--- config.mk ---
export PLATFORM = sky130hd
export DESIGN_NAME = acm_top
export DESIGN_NICKNAME = d
export VERILOG_FILES = /design/src/hw/acm_pkg.sv /design/src/hw/acm_top.sv
export VERILOG_INCLUDE_DIRS = /design/src /design/src/hw
export SDC_FILE = /design/constraint.sdc
export NUM_CORES = 1
export LEC_CHECK = 0
export BUFFER_PORTS_ARGS = -buffer_cell sky130_fd_sc_hd__buf_2
export CAP_MARGIN = 10
export CORE_ASPECT_RATIO = 1.75
export CORE_MARGIN = 2
export CORE_UTILIZATION = 44
export CTS_BUF_LIST = sky130_fd_sc_hd__clkbuf_2
export CTS_CLUSTER_DIAMETER = 30
export DETAILED_ROUTE_END_ITERATION = 7
export GPL_ROUTABILITY_DRIVEN = 0
export GPL_TIMING_DRIVEN = 0
export HOLD_SLACK_MARGIN = 0.06
export PLACE_DENSITY = 0.64
export SYNTH_ARGS = -nofsm -noshare
export SYNTH_HDL_FRONTEND = slang
export SYNTH_SLANG_ARGS = --single-unit
export TNS_END_PERCENT = 20
--- constraint.sdc ---
create_clock -name clk_i -period 7.5 [get_ports clk_i]
set_input_delay 1.875 -clock clk_i [delete_from_list [all_inputs] [get_ports clk_i]]
set_output_delay 1.875 -clock clk_i [all_outputs]
set_load 0.02 [all_outputs]
--- src/hw/acm_defines.svh ---
/*
  Constants for the converter calibration, signal strength and test monitor block.
  Assumes a 25 MHz clock.
*/
`ifndef ACM_DEFINES_SVH
`define ACM_DEFINES_SVH

// ==========================================
// Register offsets (byte addresses)
`define ACM_OFF_RXCFG 12'h000
`define ACM_OFF_INC 12'h004
`define ACM_OFF_DEC 12'h008
`define ACM_OFF_TSEL 12'h00C
`define ACM_OFF_TMON 12'h010
`define ACM_OFF_CALACC 12'h014
`define ACM_OFF_STRENGTH 12'h018

// ==========================================
// Fields and reset values
`define ACM_CFG_TRACK_BIT 3
`define ACM_CFG_ENABLE_BIT 4
`define ACM_RXCFG_RST 8'h00
`define ACM_STEP_RST 24'h000001
`define ACM_ACC_MID 24'h800000
`define ACM_REF_MID 5'h10
`define ACM_FULL_POS 3'h7
`define ACM_FULL_NEG 3'h0

// ==========================================
// Timing
`define ACM_CLK_HZ 25000000
`define ACM_UPDATE_HZ 1000
`define ACM_UPDATE_CYC (`ACM_CLK_HZ / `ACM_UPDATE_HZ)

// ==========================================
// Test modes
`define ACM_TM_QUIET 5'h00
`define ACM_TM_RXACQ 5'h01
`define ACM_TM_TXFLD 5'h02
`define ACM_TM_STRENGTH 5'h03

`endif

--- src/hw/acm_pkg.sv ---
/*
  Types for the calibration and test monitor block.
  Assumes acm_defines.svh is available.
*/
package acm_pkg;

  // ==========================================
  // Status groups
  typedef struct packed {
    logic initial_detect;
    logic tracking;
    logic sfd_detect;
    logic signal_ready;
    logic length_ready;
    logic header_crc_valid;
  } acm_rx_stat_type;

  typedef struct packed {
    logic preamble_start;
    logic sfd_start;
    logic signal_start;
    logic crc_start;
    logic mpdu_start;
  } acm_tx_stat_type;

  typedef enum logic [2:0] {
    ACM_CAL_OFF = 3'b001,
    ACM_CAL_TRACK = 3'b010,
    ACM_CAL_RXON = 3'b100
  } acm_cal_mode_type;

endpackage

--- src/hw/acm_top.sv ---
/*
  Converter calibration loop, signal strength capture and test port.
  Assumes APB master on clk_i; converter and receiver status inputs are
  synchronous to clk_i except the converter codes and their valid strobes, which are resynchronised.
*/
// The address map and the APB interface to the registers were decided locally.
`timescale 1ns/1ps
`include "acm_defines.svh"

// How it works
// RULE_01: Full scale on I or Q adds increment
// RULE_02: No full scale subtracts decrement step
// RULE_03: Top five accumulator bits drive references
// RULE_04: Reference output refreshed at one kHz
// RULE_05: Mode bit4 low holds mid scale
// RULE_06: Mode 10 accumulates only while tracking
// RULE_07: Mode 11 accumulates while receiver enabled
// RULE_08: Host presets off, then picks tracking
// RULE_09: Host balances steps for 33% saturation
// RULE_10: Strength captured six bits, readable both ways
// RULE_11: Captured strength feeds clear channel logic
// RULE_12: Eight-bit test bus plus strobe
// RULE_13: Select register picks bus; monitor mirrors
// RULE_14: Thirty-two modes; reserved show zero
// RULE_15: Mode 1 shows acquisition flags
// RULE_16: Mode 2 strobe marker, transmit starts
// RULE_17: Mode 3 strength sample and sense
// RULE_18: Receiver disabled means standby, no accumulation
// RULE_19: Accumulator saturates; off mode presets mid
// RULE_20: Mode 0 drives bus and strobe low
module acm_top import acm_pkg::*; (
  // Clock and reset
  input wire logic clk_i,
  input wire logic rst_i,
  // APB slave
  input wire logic psel_i,
  input wire logic penable_i,
  input wire logic pwrite_i,
  input wire logic [11:0] paddr_i,
  input wire logic [31:0] pwdata_i,
  output logic [31:0] prdata_o,
  output logic pready_o,
  output logic pslverr_o,
  // Converter samples
  input wire logic [2:0] i_code_i,
  input wire logic [2:0] q_code_i,
  input wire logic sample_valid_i,
  input wire logic [5:0] strength_code_i,
  input wire logic strength_valid_i,
  // Receiver and transmitter status
  input wire logic receive_enable_envelope_i,
  input wire acm_rx_stat_type rx_stat_i,
  input wire acm_tx_stat_type tx_stat_i,
  input wire logic internal_transmit_envelope_i,
  input wire logic iq_sample_marker_i,
  input wire logic carrier_sense_flag_i,
  input wire logic carrier_sense_latched_i,
  // Outputs
  output logic [4:0] ref_dac_o,
  output logic [5:0] cca_strength_o,
  output logic [7:0] test_bus_o,
  output logic test_strobe_out_o
);

  // ==========================================
  // Registers
  logic [7:0] receiver_config_reg_ff, nxt_receiver_config_reg;
  logic [23:0] cal_increment_step_ff, nxt_cal_increment_step;
  logic [23:0] cal_decrement_step_ff, nxt_cal_decrement_step;
  logic [4:0] test_select_reg_ff, nxt_test_select_reg;
  logic [7:0] test_monitor_reg_ff, nxt_test_monitor_reg;
  logic [23:0] acc_ff, nxt_acc;
  logic [4:0] ref_ff, nxt_ref;
  logic [14:0] tick_ff, nxt_tick;
  logic [5:0] strength_ff, nxt_strength;
  logic [7:0] bus_ff, nxt_bus;
  logic strobe_ff, nxt_strobe;
  logic [31:0] rdata_ff, nxt_rdata;
  logic [5:0] i_sync1_ff, i_sync2_ff;
  logic [5:0] s_sync1_ff, s_sync2_ff;
  logic [1:0] v_sync1_ff, v_sync2_ff;
  acm_cal_mode_type mode;
  logic run;
  logic full_hit;
  logic wr_en;
  logic rd_en;
  logic mapped;
  logic [24:0] sum;

  localparam logic [14:0] UPDATE_LAST = 15'(`ACM_UPDATE_CYC - 1);

  function automatic logic is_mapped(input logic [11:0] a);
    is_mapped = (a == `ACM_OFF_RXCFG) || (a == `ACM_OFF_INC) || (a == `ACM_OFF_DEC) ||
      (a == `ACM_OFF_TSEL) || (a == `ACM_OFF_TMON) || (a == `ACM_OFF_CALACC) ||
      (a == `ACM_OFF_STRENGTH);
  endfunction

  function automatic logic is_full(input logic [2:0] c);
    is_full = (c == `ACM_FULL_POS) || (c == `ACM_FULL_NEG);
  endfunction

  // ==========================================
  // Pin synchronisers; converter codes arrive from the analog side
  always_ff @(posedge clk_i or posedge rst_i) begin
    if (rst_i) begin
      i_sync1_ff <= 6'h00;
      i_sync2_ff <= 6'h00;
      s_sync1_ff <= 6'h00;
      s_sync2_ff <= 6'h00;
      v_sync1_ff <= 2'h0;
      v_sync2_ff <= 2'h0;
    end else begin
      i_sync1_ff <= {i_code_i, q_code_i};
      i_sync2_ff <= i_sync1_ff;
      s_sync1_ff <= strength_code_i;
      s_sync2_ff <= s_sync1_ff;
      v_sync1_ff <= {sample_valid_i, strength_valid_i};
      v_sync2_ff <= v_sync1_ff;
    end
  end

  // ==========================================
  // APB decode, zero wait states
  assign wr_en = psel_i && penable_i && pwrite_i;
  assign rd_en = psel_i && !penable_i && !pwrite_i;
  assign mapped = is_mapped(paddr_i);
  assign pready_o = 1'b1;
  assign pslverr_o = psel_i && penable_i && !mapped;
  assign prdata_o = rdata_ff;

  always_comb begin
    nxt_receiver_config_reg = receiver_config_reg_ff;
    nxt_cal_increment_step = cal_increment_step_ff;
    nxt_cal_decrement_step = cal_decrement_step_ff;
    nxt_test_select_reg = test_select_reg_ff;
    nxt_rdata = rdata_ff;
    if (wr_en) begin
      case (paddr_i)
        `ACM_OFF_RXCFG: nxt_receiver_config_reg = pwdata_i[7:0];
        `ACM_OFF_INC: nxt_cal_increment_step = pwdata_i[23:0];
        `ACM_OFF_DEC: nxt_cal_decrement_step = pwdata_i[23:0];
        // RULE_13: test select write
        `ACM_OFF_TSEL: nxt_test_select_reg = pwdata_i[4:0];
        default: nxt_rdata = rdata_ff;
      endcase
    end
    if (rd_en) begin
      case (paddr_i)
        `ACM_OFF_RXCFG: nxt_rdata = {24'h000000, receiver_config_reg_ff};
        `ACM_OFF_INC: nxt_rdata = {8'h00, cal_increment_step_ff};
        `ACM_OFF_DEC: nxt_rdata = {8'h00, cal_decrement_step_ff};
        `ACM_OFF_TSEL: nxt_rdata = {27'h0000000, test_select_reg_ff};
        // RULE_13: monitor mirrors bus
        `ACM_OFF_TMON: nxt_rdata = {24'h000000, test_monitor_reg_ff};
        `ACM_OFF_CALACC: nxt_rdata = {8'h00, acc_ff};
        // RULE_10: strength readable
        `ACM_OFF_STRENGTH: nxt_rdata = {26'h0000000, strength_ff};
        default: nxt_rdata = 32'h00000000;
      endcase
    end
  end

  // ==========================================
  // Calibration loop
  always_comb begin
    // RULE_05: bit4 low is off regardless of bit3
    if (!receiver_config_reg_ff[`ACM_CFG_ENABLE_BIT]) begin
      mode = ACM_CAL_OFF;
    end else if (receiver_config_reg_ff[`ACM_CFG_TRACK_BIT]) begin
      mode = ACM_CAL_RXON;
    end else begin
      mode = ACM_CAL_TRACK;
    end
  end

  always_comb begin
    case (mode)
      // RULE_06: tracking only
      ACM_CAL_TRACK: run = receive_enable_envelope_i && rx_stat_i.tracking;
      // RULE_07: RULE_18: whole enable envelope
      ACM_CAL_RXON: run = receive_enable_envelope_i;
      ACM_CAL_OFF: run = 1'b0;
      default: run = 1'b0;
    endcase
  end

  assign full_hit = is_full(i_sync2_ff[5:3]) || is_full(i_sync2_ff[2:0]);

  always_comb begin
    nxt_acc = acc_ff;
    sum = 25'h0000000;
    nxt_tick = (tick_ff == UPDATE_LAST) ? 15'h0000 : tick_ff + 15'h0001;
    nxt_ref = ref_ff;
    if (mode == ACM_CAL_OFF) begin
      // RULE_19: off presets mid scale
      nxt_acc = `ACM_ACC_MID;
      nxt_ref = `ACM_REF_MID;
    end else begin
      if (run && v_sync2_ff[1]) begin
        if (full_hit) begin
          // RULE_01: add increment, saturate high
          sum = {1'b0, acc_ff} + {1'b0, cal_increment_step_ff};
          nxt_acc = sum[24] ? 24'hFFFFFF : sum[23:0];
        end else begin
          // RULE_02: subtract decrement, saturate low
          sum = {1'b0, acc_ff} - {1'b0, cal_decrement_step_ff};
          nxt_acc = sum[24] ? 24'h000000 : sum[23:0];
        end
      end
      // RULE_04: RULE_03: refresh top bits at 1 kHz
      if (tick_ff == UPDATE_LAST) begin
        nxt_ref = acc_ff[23:19];
      end
    end
  end

  assign ref_dac_o = ref_ff;

  // ==========================================
  // Strength capture and test port
  always_comb begin
    nxt_strength = strength_ff;
    // RULE_10: capture six-bit strength
    if (v_sync2_ff[0]) begin
      nxt_strength = s_sync2_ff;
    end
  end

  // RULE_11: feed clear channel logic
  assign cca_strength_o = strength_ff;

  always_comb begin
    nxt_bus = 8'h00;
    nxt_strobe = 1'b0;
    // RULE_14: unlisted and reserved modes read zero
    case (test_select_reg_ff)
      // RULE_20: quiet bus
      `ACM_TM_QUIET: nxt_bus = 8'h00;
      // RULE_15: acquisition flags
      `ACM_TM_RXACQ: begin
        nxt_strobe = rx_stat_i.initial_detect;
        nxt_bus = {3'h0, rx_stat_i.tracking, rx_stat_i.sfd_detect, rx_stat_i.signal_ready,
          rx_stat_i.length_ready, rx_stat_i.header_crc_valid};
      end
      // RULE_16: transmit field starts
      `ACM_TM_TXFLD: begin
        nxt_strobe = iq_sample_marker_i;
        nxt_bus = {run, internal_transmit_envelope_i, tx_stat_i.preamble_start,
          tx_stat_i.sfd_start, tx_stat_i.signal_start, 1'b0, tx_stat_i.crc_start,
          tx_stat_i.mpdu_start};
      end
      // RULE_17: strength monitor
      `ACM_TM_STRENGTH: begin
        nxt_strobe = v_sync2_ff[0];
        nxt_bus = {carrier_sense_latched_i, carrier_sense_flag_i, nxt_strength};
      end
      default: nxt_bus = 8'h00;
    endcase
    nxt_test_monitor_reg = nxt_bus;
  end

  // RULE_12: registered test outputs
  assign test_bus_o = bus_ff;
  assign test_strobe_out_o = strobe_ff;

  // ==========================================
  // State registers
  always_ff @(posedge clk_i or posedge rst_i) begin
    if (rst_i) begin
      receiver_config_reg_ff <= `ACM_RXCFG_RST;
      cal_increment_step_ff <= `ACM_STEP_RST;
      cal_decrement_step_ff <= `ACM_STEP_RST;
      test_select_reg_ff <= `ACM_TM_QUIET;
      test_monitor_reg_ff <= 8'h00;
      acc_ff <= `ACM_ACC_MID;
      ref_ff <= `ACM_REF_MID;
      tick_ff <= 15'h0000;
      strength_ff <= 6'h00;
      bus_ff <= 8'h00;
      strobe_ff <= 1'b0;
      rdata_ff <= 32'h00000000;
    end else begin
      receiver_config_reg_ff <= nxt_receiver_config_reg;
      cal_increment_step_ff <= nxt_cal_increment_step;
      cal_decrement_step_ff <= nxt_cal_decrement_step;
      test_select_reg_ff <= nxt_test_select_reg;
      test_monitor_reg_ff <= nxt_test_monitor_reg;
      acc_ff <= nxt_acc;
      ref_ff <= nxt_ref;
      tick_ff <= nxt_tick;
      strength_ff <= nxt_strength;
      bus_ff <= nxt_bus;
      strobe_ff <= nxt_strobe;
      rdata_ff <= nxt_rdata;
    end
  end

endmodule

==> results of run 1 <==
metal layers:
metal,global-route usage (%),wire (µm),vias up
li1,-,-,3700
met1,25.8,9840,3862
met2,45.0,14300,265
met3,3.89,1030,108
met4,19.0,2190,0
met5,0,0,-
sequential cells by signal, summed over array words and instances, names as in the netlist:
| name | count |
|---|---|
| cca_strength_o | 6 |
| acc_ff | 24 |
| s_sync2_ff | 6 |
| prdata_o | 24 |
| receiver_config_reg_ff | 8 |
| test_strobe_out_o | 1 |
| cal_increment_step_ff | 24 |
| i_sync2_ff | 6 |
| v_sync2_ff | 2 |
| i_sync1_ff | 6 |
| ref_dac_o | 5 |
| test_bus_o | 8 |
| v_sync1_ff | 2 |
| tick_ff | 15 |
| s_sync1_ff | 6 |
| cal_decrement_step_ff | 24 |
| test_select_reg_ff | 5 |
report_power, final:
part / switching [W] / internal (W) / leakage (nW)
clock network: 0.000359 / 0.000162 / 0.145
registers: 0.00000761 / 0.000945 / 2.15
logic: 0.0000740 / 0.0000414 / 2.96
final cells by class:
type | count | area share (%)
Sequential cell | 172 | 40.4
Inverter | 42 | 1.55
Tap cell | 255 | 2.99
Timing Repair Buffer | 115 | 5.61
Buffer | 47 | 2.04
Clock inverter | 14 | 1.44
Antenna cell | 1 | 0.0235
Clock buffer | 18 | 0.844
Multi-Input combinational cell | 680 | 45.1
how the worst max path moves through the flow:
stage                               end  slack (ns)        from  cells past startpoint
after global routing          pslverr_o        2.51  paddr_i[7]                      6
after global placement    v_sync1_ff[1]       -1.01       rst_i                      2
after detailed placement      pslverr_o        2.66  paddr_i[3]                      5
after CTS                     pslverr_o        2.65  paddr_i[3]                      5
after floorplan               acc_ff[0]        0.97       rst_i                      1
final                         pslverr_o        2.67  paddr_i[3]                      5
per-stage QoR:
stage | TNS (ns) | utilization (%)
finish | 0 | 50.0
global route | 0 | 50.0
CTS | 0 | 50.0
detailed placement | 0 | 48.9
global placement | -166.19 | 48.7
floorplan | 0 | -
cell families (layout without fill, tap and decap cells):
kind of cell,after synthesis,after routing,share of synthesized area [%]
buffers and inverters,89,236,3.96
AND/OR/NAND/NOR,237,237,12.2
XOR/XNOR,50,50,4.62
multiplexers,59,59,6.86
AO/OA/AOI/OAI,274,274,19.9
flip-flops,172,172,45.5
adder cells (fa/ha/maj),51,51,6.90
other,2,10,0.0793
critical path: stages:
cell and delay [ns]:
buf_2 0.14, clkbuf_1 0.45, a31oi_1 0.21, nor2_1 0.12, buf_2 0.17
Yosys cell counts, types with 7 or more instances:
| cell type | count |
|---|---|
| xor2_1 | 20 |
| o21ai_0 | 66 |
| nand2_1 | 90 |
| nor2b_1 | 14 |
| o21ai_1 | 22 |
| clkbuf_1 | 37 |
| a22oi_1 | 8 |
| nor2_1 | 38 |
| nor3_1 | 14 |
| or3_1 | 7 |
| and3_1 | 11 |
| o21a_1 | 15 |
| nand2b_1 | 11 |
| nand3_1 | 22 |
| dfrtp_1 | 168 |
| mux2_2 | 47 |
| xnor2_1 | 30 |
| a21oi_1 | 43 |
| ha_1 | 49 |
| inv_1 | 42 |
| a222oi_1 | 26 |
| mux2i_1 | 12 |
| a32o_1 | 8 |
| o21bai_1 | 9 |
| buf_4 | 9 |
| a21o_1 | 25 |
==> metrics.txt, run 1 <==
LEAKAGE=5.26 nW; Max transition margin=28.7%; final non-filler cell total=1344; synthesized instance count=934; max-cap check violation count=0; Main synth FF type=dfrtp_1; CP Capture Type=output port; flops & latches, synth=172; first-pass GRT wire length=43100 µm; area of the multi-input gates=0.00481 mm²; WP data required=5.62 ns; worst vdd ir=0.129 mV; Layout area overhead=12.6%; post_cts resized=0; area leader, netlist=dfrtp_1; ys async rst share=100%; Reg area=0.00431 mm²; Final min period=4.83 ns; FP Rows=71; fill count=2052; CP max FO=10; Fin Hold WS=0.367 ns; hold_buf cts=0; DR DRC count=0; Final Setup Violations=0; YS warnings=0; Starting Density=44.4%; R2R depth=13; Worst Setup Start Kind=input port; placed instance area=0.0104 mm²; Routed WL per cell=20.4 µm; Syn Area/Cell=10.1 µm²; drt total wl=27400 µm; number of buffers created by CTS=17; H-tree depth=4; Die ar.=0.0228 mm²; WP data arrival=2.96 ns; Top Ports=133; Hold Crit Depth=0; DP Worst Slack=2.66 ns; Synth top area share=44.4%; worst setup margin=2.67 ns; final hold viol count=0; end of the worst register-to-register path=acc_ff[5]; Max Freq=207 MHz; Final Max Tran Viols=0; clock latency on the worst-skew pair=0.83 ns; DRT iter0 DRCs=534; CTS root buf=clkbuf_2; Buffers on Ports=114; CTS tree=done; Reg2Reg Setup Slack=3.50 ns; Hold Crit Endpoint=i_sync2_ff[4]; number of flops mapped to enable cells by yosys=0; post-route ant nets=0; hold wc startpoint=i_sync1_ff[4]; vias=7935; synth top area cells=dfrtp_1, ha_1, mux2_2; reg-to-reg critical path startpoint=cal_decrement_step_ff[0]; drt first pass iters=7; CTS clk-pin slew, worst paths=0.24 ns; layout cells sized above 1=19.9%; initial antenna violation count=1; post-CTS setup buffer count=0; largest net degree at the start of global routing=129; GR Util All Layers=25.1%; Nets=1205; Via density=5.90; worst-margin pin slew=1.06 ns; distinct cell type count after synthesis=65; Core Area=0.0213 mm²; pwr/cell area=149 mW/mm²; CTS max path bufs=2; vias in the first global route=8159; area of the mapped netlist=0.00947 mm²; Pwr Total=0.00159 W; GR Overflow Total=0; placed wire-length estimate=21400 µm; HP Class=reg -> reg; Inst Count DP=1311; Die W=115 µm; outcome=finished clean; sequential cell area fraction in the yosys report=45.5%; post-route cell area=0.0107 mm²; Final Cycle Share=64.4%; Clock Sinks=172; Die Ht=198 µm; RSZ-0062 raised after global routing=false; most common cell after layout, fill and taps aside=dfrtp_1; kind of critical path=in -> out; skew final=0.0469 ns; most frequent cells in the layout=dfrtp_1, buf_2, nand2_1
Power figures use the tool's default switching activity.
==> inputs of run 2 (changes only) <==
--- a/config.mk
+++ b/config.mk
@@ -6,6 +6,7 @@
 export SDC_FILE = /design/constraint.sdc
 export NUM_CORES = 1
 export LEC_CHECK = 0
+export ABC_AREA = 1
 export BUFFER_PORTS_ARGS = -buffer_cell sky130_fd_sc_hd__buf_2
 export CAP_MARGIN = 10
 export CORE_ASPECT_RATIO = 1.75
@@ -17,7 +18,7 @@
 export GPL_ROUTABILITY_DRIVEN = 0
 export GPL_TIMING_DRIVEN = 0
 export HOLD_SLACK_MARGIN = 0.06
-export PLACE_DENSITY = 0.64
+export PLACE_DENSITY = 0.66
 export SYNTH_ARGS = -nofsm -noshare
 export SYNTH_HDL_FRONTEND = slang
 export SYNTH_SLANG_ARGS = --single-unit
==> constraint.sdc (replaced) <==
create_clock -name clk_i -period 4.41 [get_ports clk_i]
set_input_delay 1.1025 -clock clk_i [delete_from_list [all_inputs] [get_ports clk_i]]
set_output_delay 1.1025 -clock clk_i [all_outputs]
set_load 0.02 [all_outputs]
==> metrics.txt, run 2 <==
outcome=finished clean; Final Max Tran Viols=0; Final Setup Violations=0; final non-filler cell total=1982; placed wire-length estimate=27800 µm; GR Util All Layers=26.4%; RSZ-0062 raised after global routing=false; worst vdd ir=0.220 mV; skew final=0.0431 ns; HP Class=in -> async; Routed WL per cell=16.8 µm; Die Ht=212 µm; hold_buf cts=0; sequential cell area fraction in the yosys report=39.6%; Layout area overhead=12.3%; drt total wl=33400 µm; final hold viol count=0; clock latency on the worst-skew pair=0.84 ns; YS warnings=0; most frequent cells in the layout=nand2_1, inv_1, dfrtp_1; pwr/cell area=223 mW/mm²; post-route ant nets=0; area of the multi-input gates=0.00544 mm²; most common cell after layout, fill and taps aside=nand2_1; cell with the most instances after synthesis=nand2_1; initial antenna violation count=1; LEAKAGE=6.70 nW; CTS clk-pin slew, worst paths=0.25 ns; area leader, netlist=dfrtp_1; Final Cycle Share=86.7%; Die W=123 µm; CP Capture Type=output port; DR DRC count=0; max-cap check violation count=0; post-CTS setup buffer count=0; layout cells sized above 1=13.5%; vias in the first global route=10122; R2R depth=12; drt first pass iters=5; worst-margin pin slew=0.657 ns; Worst Setup Start Kind=input port; H-tree depth=4; kind of critical path=in -> out; Buffers on Ports=115; Max Freq=261 MHz; ys async rst share=100%; number of flops mapped to enable cells by yosys=0; WP data arrival=2.72 ns; fill count=2522; Inst Count DP=1949; Max transition margin=56.2%; area of the mapped netlist=0.0109 mm²; distinct cell type count after synthesis=45; Via density=5.19; synthesized instance count=1511; Core Area=0.0244 mm²; Final min period=3.82 ns; FP Rows=76; Starting Density=44.5%; post_cts resized=0; CTS max path bufs=2; GR Overflow Total=0; Main synth FF type=dfrtp_1; number of buffers created by CTS=17; Nets=1786; DRT iter0 DRCs=550; flops & latches, synth=172; Clock Sinks=172; Die ar.=0.0260 mm²; CP max FO=10; top cells by count, synth=nand2_1, inv_1, dfrtp_1; synth top area cells=dfrtp_1, nand2_1, inv_1; CTS tree=done; Synth top area share=38.7%; Top Ports=133; setup tns final=0 ns; WP data required=3.31 ns; first-pass GRT wire length=51500 µm; Reg area=0.00431 mm²; Syn Area/Cell=7.20 µm²; CTS root buf=clkbuf_2; largest net degree at the start of global routing=43; vias=10282
==> run 2: cell count changes in the layout (fill, tap and decap cells not counted), moves of 26 or more <==
cell | previous run | this run
inv_1 | 41 | 230
a222oi_1 | 26 | 0
nor2_1 | 38 | 84
nand3_1 | 22 | 120
nand2_1 | 90 | 467
mux2_2 | 47 | 0
o21ai_0 | 66 | 95
==> run 2: cells by family (layout without fill, tap and decap cells) <==
logic type,count (synthesis),count (layout),share of synthesized area (%)
AND/OR/NAND/NOR,743,743,29.1
buffers and inverters,281,432,10.6
AO/OA/AOI/OAI,235,235,12.4
flip-flops,172,172,39.6
adder cells (fa/ha/maj),51,51,6.01
XOR/XNOR,27,27,2.17
other,2,10,0.0691
==> run 2: layer usage <==
layer | part of all wire, % | global-route usage, % | vias up
li1 | - | - | 5118
met1 | 34 | 25.3 | 4714
met2 | 52 | 47.2 | 308
met3 | 3.4 | 4.00 | 142
met4 | 10 | 24.3 | 0
met5 | 0 | 0 | -
==> run 2: final cells by class <==
cell class,instances,area share (%)
Sequential cell,172,35.3
Timing Repair Buffer,119,5.37
Buffer,43,2.14
Antenna cell,1,0.0205
Clock buffer,18,0.738
Multi-Input combinational cell,1065,44.5
Tap cell,312,3.20
Inverter,238,7.35
Clock inverter,14,1.36
==> run 2: metrics by stage <==
step	utilization, %	hold WS, ns	area [µm²]	setup slack [ns]	total power, W
2_1_floorplan	-	0.331	10900	0.920	0.00175
3_3_place_gp	48.6	0.331	11900	0.0730	0.00183
3_5_place_dp	48.9	0.336	12000	0.561	0.00184
4_1_cts	50.0	0.197	12200	0.567	0.00274
5_1_grt	50.0	0.200	12200	0.398	0.00284
6_report	50.0	0.227	12200	0.586	0.00272
==> run 2: path summary, 6_finish.rpt <==
check                                               from                   endpoint  slack (ns)
worst max-delay path                         paddr_i[11]                  pslverr_o        0.59
worst min-delay path                               rst_i                prdata_o[1]        0.23
worst max register to register  cal_decrement_step_ff[0]                  acc_ff[7]        1.42
worst min register to register             i_sync1_ff[2]              i_sync2_ff[2]        0.38
max in group asynchronous                          rst_i  cal_increment_step_ff[17]        3.07
min in group clk_i                    strength_code_i[5]              s_sync1_ff[5]        0.36
==> run 2: power breakdown <==
part | total, W | internal, W | switching [W]
Clock | 0.000913 | 0.000325 | 0.000588
Sequential | 0.00161 | 0.00160 | 0.00000820
Combinational | 0.000202 | 0.0000662 | 0.000136
==> run 2: worst max-delay path, stage by stage <==
cell,delay [ns]
buf_2,0.07
nor2_1,0.03
nand2_1,0.18
inv_2,0.15
nand2_2,0.19
clkbuf_1,0.37
nand3_1,0.14
nor3_1,0.26
buf_2,0.21
==> inputs of run 3 (changes only) <==
--- a/config.mk
+++ b/config.mk
@@ -18,7 +18,8 @@
 export GPL_ROUTABILITY_DRIVEN = 0
 export GPL_TIMING_DRIVEN = 0
 export HOLD_SLACK_MARGIN = 0.06
-export PLACE_DENSITY = 0.66
+export PLACE_DENSITY = 0.63
+export REMOVE_ABC_BUFFERS = 1
 export SYNTH_ARGS = -nofsm -noshare
 export SYNTH_HDL_FRONTEND = slang
 export SYNTH_SLANG_ARGS = --single-unit
==> constraint.sdc (replaced) <==
create_clock -name clk_i -period 4.35 [get_ports clk_i]
set_input_delay 1.0875 -clock clk_i [delete_from_list [all_inputs] [get_ports clk_i]]
set_output_delay 1.0875 -clock clk_i [all_outputs]
set_load 0.02 [all_outputs]
==> metrics.txt, run 3 (same netlist as run 2, synthesis figures left out) <==
outcome=finished clean; Nets=1745; final hold viol count=0; Layout area overhead=9.88%; GR Util All Layers=26.2%; post-CTS setup buffer count=0; Max transition margin=22.3%; worst vdd ir=0.234 mV; Inst Count DP=1907; Reg2Reg Setup Slack=0.85 ns; CTS max path bufs=2; number of buffers created by CTS=17; most common cell after layout, fill and taps aside=nand2_1; DR DRC count=0; WP data required=3.26 ns; post-route cell area=0.0120 mm²; net switching share of the total power=28.9%; RSZ-0062 raised after global routing=false; worst-margin pin slew=1.17 ns; Fin Hold WS=0.187 ns; first-pass GRT wire length=51400 µm; drt first pass iters=5; Die ar.=0.0260 mm²; CTS root buf=clkbuf_2; Layout Utilization=48.9%; Final Cycle Share=86.4%; layout cells sized above 1=12.4%; most frequent cells in the layout=nand2_1, inv_1, dfrtp_1; R2R depth=6; vias in the first global route=10150; reg-to-reg critical path startpoint=receiver_config_reg_ff[3]; Die W=123 µm; largest net degree at the start of global routing=98; HP Class=in -> async; Core Area=0.0244 mm²; CP max FO=36; Clock Sinks=172; final non-filler cell total=1940; kind of critical path=in -> out; GR Overflow Total=0; clock latency on the worst-skew pair=0.90 ns; initial antenna violation count=1; fill count=2553; vias=10245; Logic pwr share=7.4%; Final min period=3.76 ns; Final Max Tran Viols=0; CP Capture Type=output port; Die Ht=212 µm; DP Worst Slack=0.125 ns; sequential share of power=63.3%; skew final=0.0490 ns; CTS clk-pin slew, worst paths=0.27 ns; Top Ports=133; hold_buf cts=0; Starting Density=44.5%; worst setup margin=0.594 ns; post-route ant nets=0; DRT iter0 DRCs=520; H-tree depth=4; LEAKAGE=6.58 nW; Switch Pwr=0.000744 W; drt total wl=32900 µm; Internal Pwr Total=0.00183 W; Routed WL per cell=16.9 µm; FP Rows=76; max-cap check violation count=0; placed instance area=0.0117 mm²; Final Setup Violations=0; pwr/cell area=216 mW/mm²; end of the worst register-to-register path=acc_ff[10]; Via density=5.28; CTS tree=done; Max Freq=266 MHz; clock power share=29.3%; Buffers on Ports=115; Worst Setup Start Kind=input port; placed wire-length estimate=25600 µm; WP data arrival=2.67 ns
-- run 3: worst max-delay path by stage --
stage	cells after the start	end	slack [ns]	from
CTS	8	pslverr_o	0.14	paddr_i[11]
finish	8	pslverr_o	0.59	paddr_i[11]
global placement	2	cal_decrement_step_ff[21]	-3.41	rst_i
detailed placement	7	acc_ff[8]	0.12	rx_stat_i[4]
floorplan	1	acc_ff[0]	-1.39	rst_i
global route	8	pslverr_o	0.43	paddr_i[1]
-- run 3: what timing repair did --
item / in CTS / in global routing
endpoints found under the setup margin: 0 / 1
endpoints found under the hold margin: 0 / 0
resized for setup: 0 / 4
-- run 3: area by class of cell --
| cell class | instances | area, µm² | area share, % |
|---|---|---|---|
| inverter | 238 | 903 | 7.56 |
| antenna | 1 | 2.50 | 0.0209 |
| clock buffer | 18 | 90.1 | 0.754 |
| tap | 312 | 390 | 3.27 |
| multi-input combinational | 1065 | 5460 | 45.7 |
| timing repair buffer | 121 | 699 | 5.85 |
| sequential | 172 | 4310 | 36.1 |
| clock inverter | 13 | 95.1 | 0.796 |
-- run 3: per-stage QoR --
stage,power (W),setup TNS [ns]
5_1_grt,0.00269,0
2_1_floorplan,0.00176,-234.10
4_1_cts,0.00260,0
3_5_place_dp,0.00185,0
6_report,0.00258,0
3_3_place_gp,0.00184,-616.28
-- run 3: power by group through the flow --
stage / Combinational, W / Clock, W / Sequential (W)
global placement: 0.000182 / 0 / 0.00166
global route: 0.000211 / 0.000845 / 0.00163
CTS: 0.000192 / 0.000780 / 0.00163
finish: 0.000191 / 0.000756 / 0.00163
floorplan: 0.0000960 / 0 / 0.00166
detailed placement: 0.000192 / 0 / 0.00166
-- run 3: critical path, cell delays in order --
cell     delay [ns]
buf_2          0.10
nor2_1         0.09
nand2_1        0.17
inv_4          0.44
nand3_1        0.37
nand4_1        0.20
nor3_1         0.05
buf_2          0.15
-- run 3: per-layer routing --
| metal | wire length, µm | share of wire (%) | vias to the layer above | global-route usage, % |
|---|---|---|---|---|
| li1 | - | - | 5042 | - |
| met1 | 11500 | 35 | 4720 | 26.0 |
| met2 | 16900 | 51 | 342 | 46.8 |
| met3 | 1320 | 4.0 | 141 | 3.62 |
| met4 | 3170 | 9.6 | 0 | 22.7 |
| met5 | 0 | 0 | - | 0 |
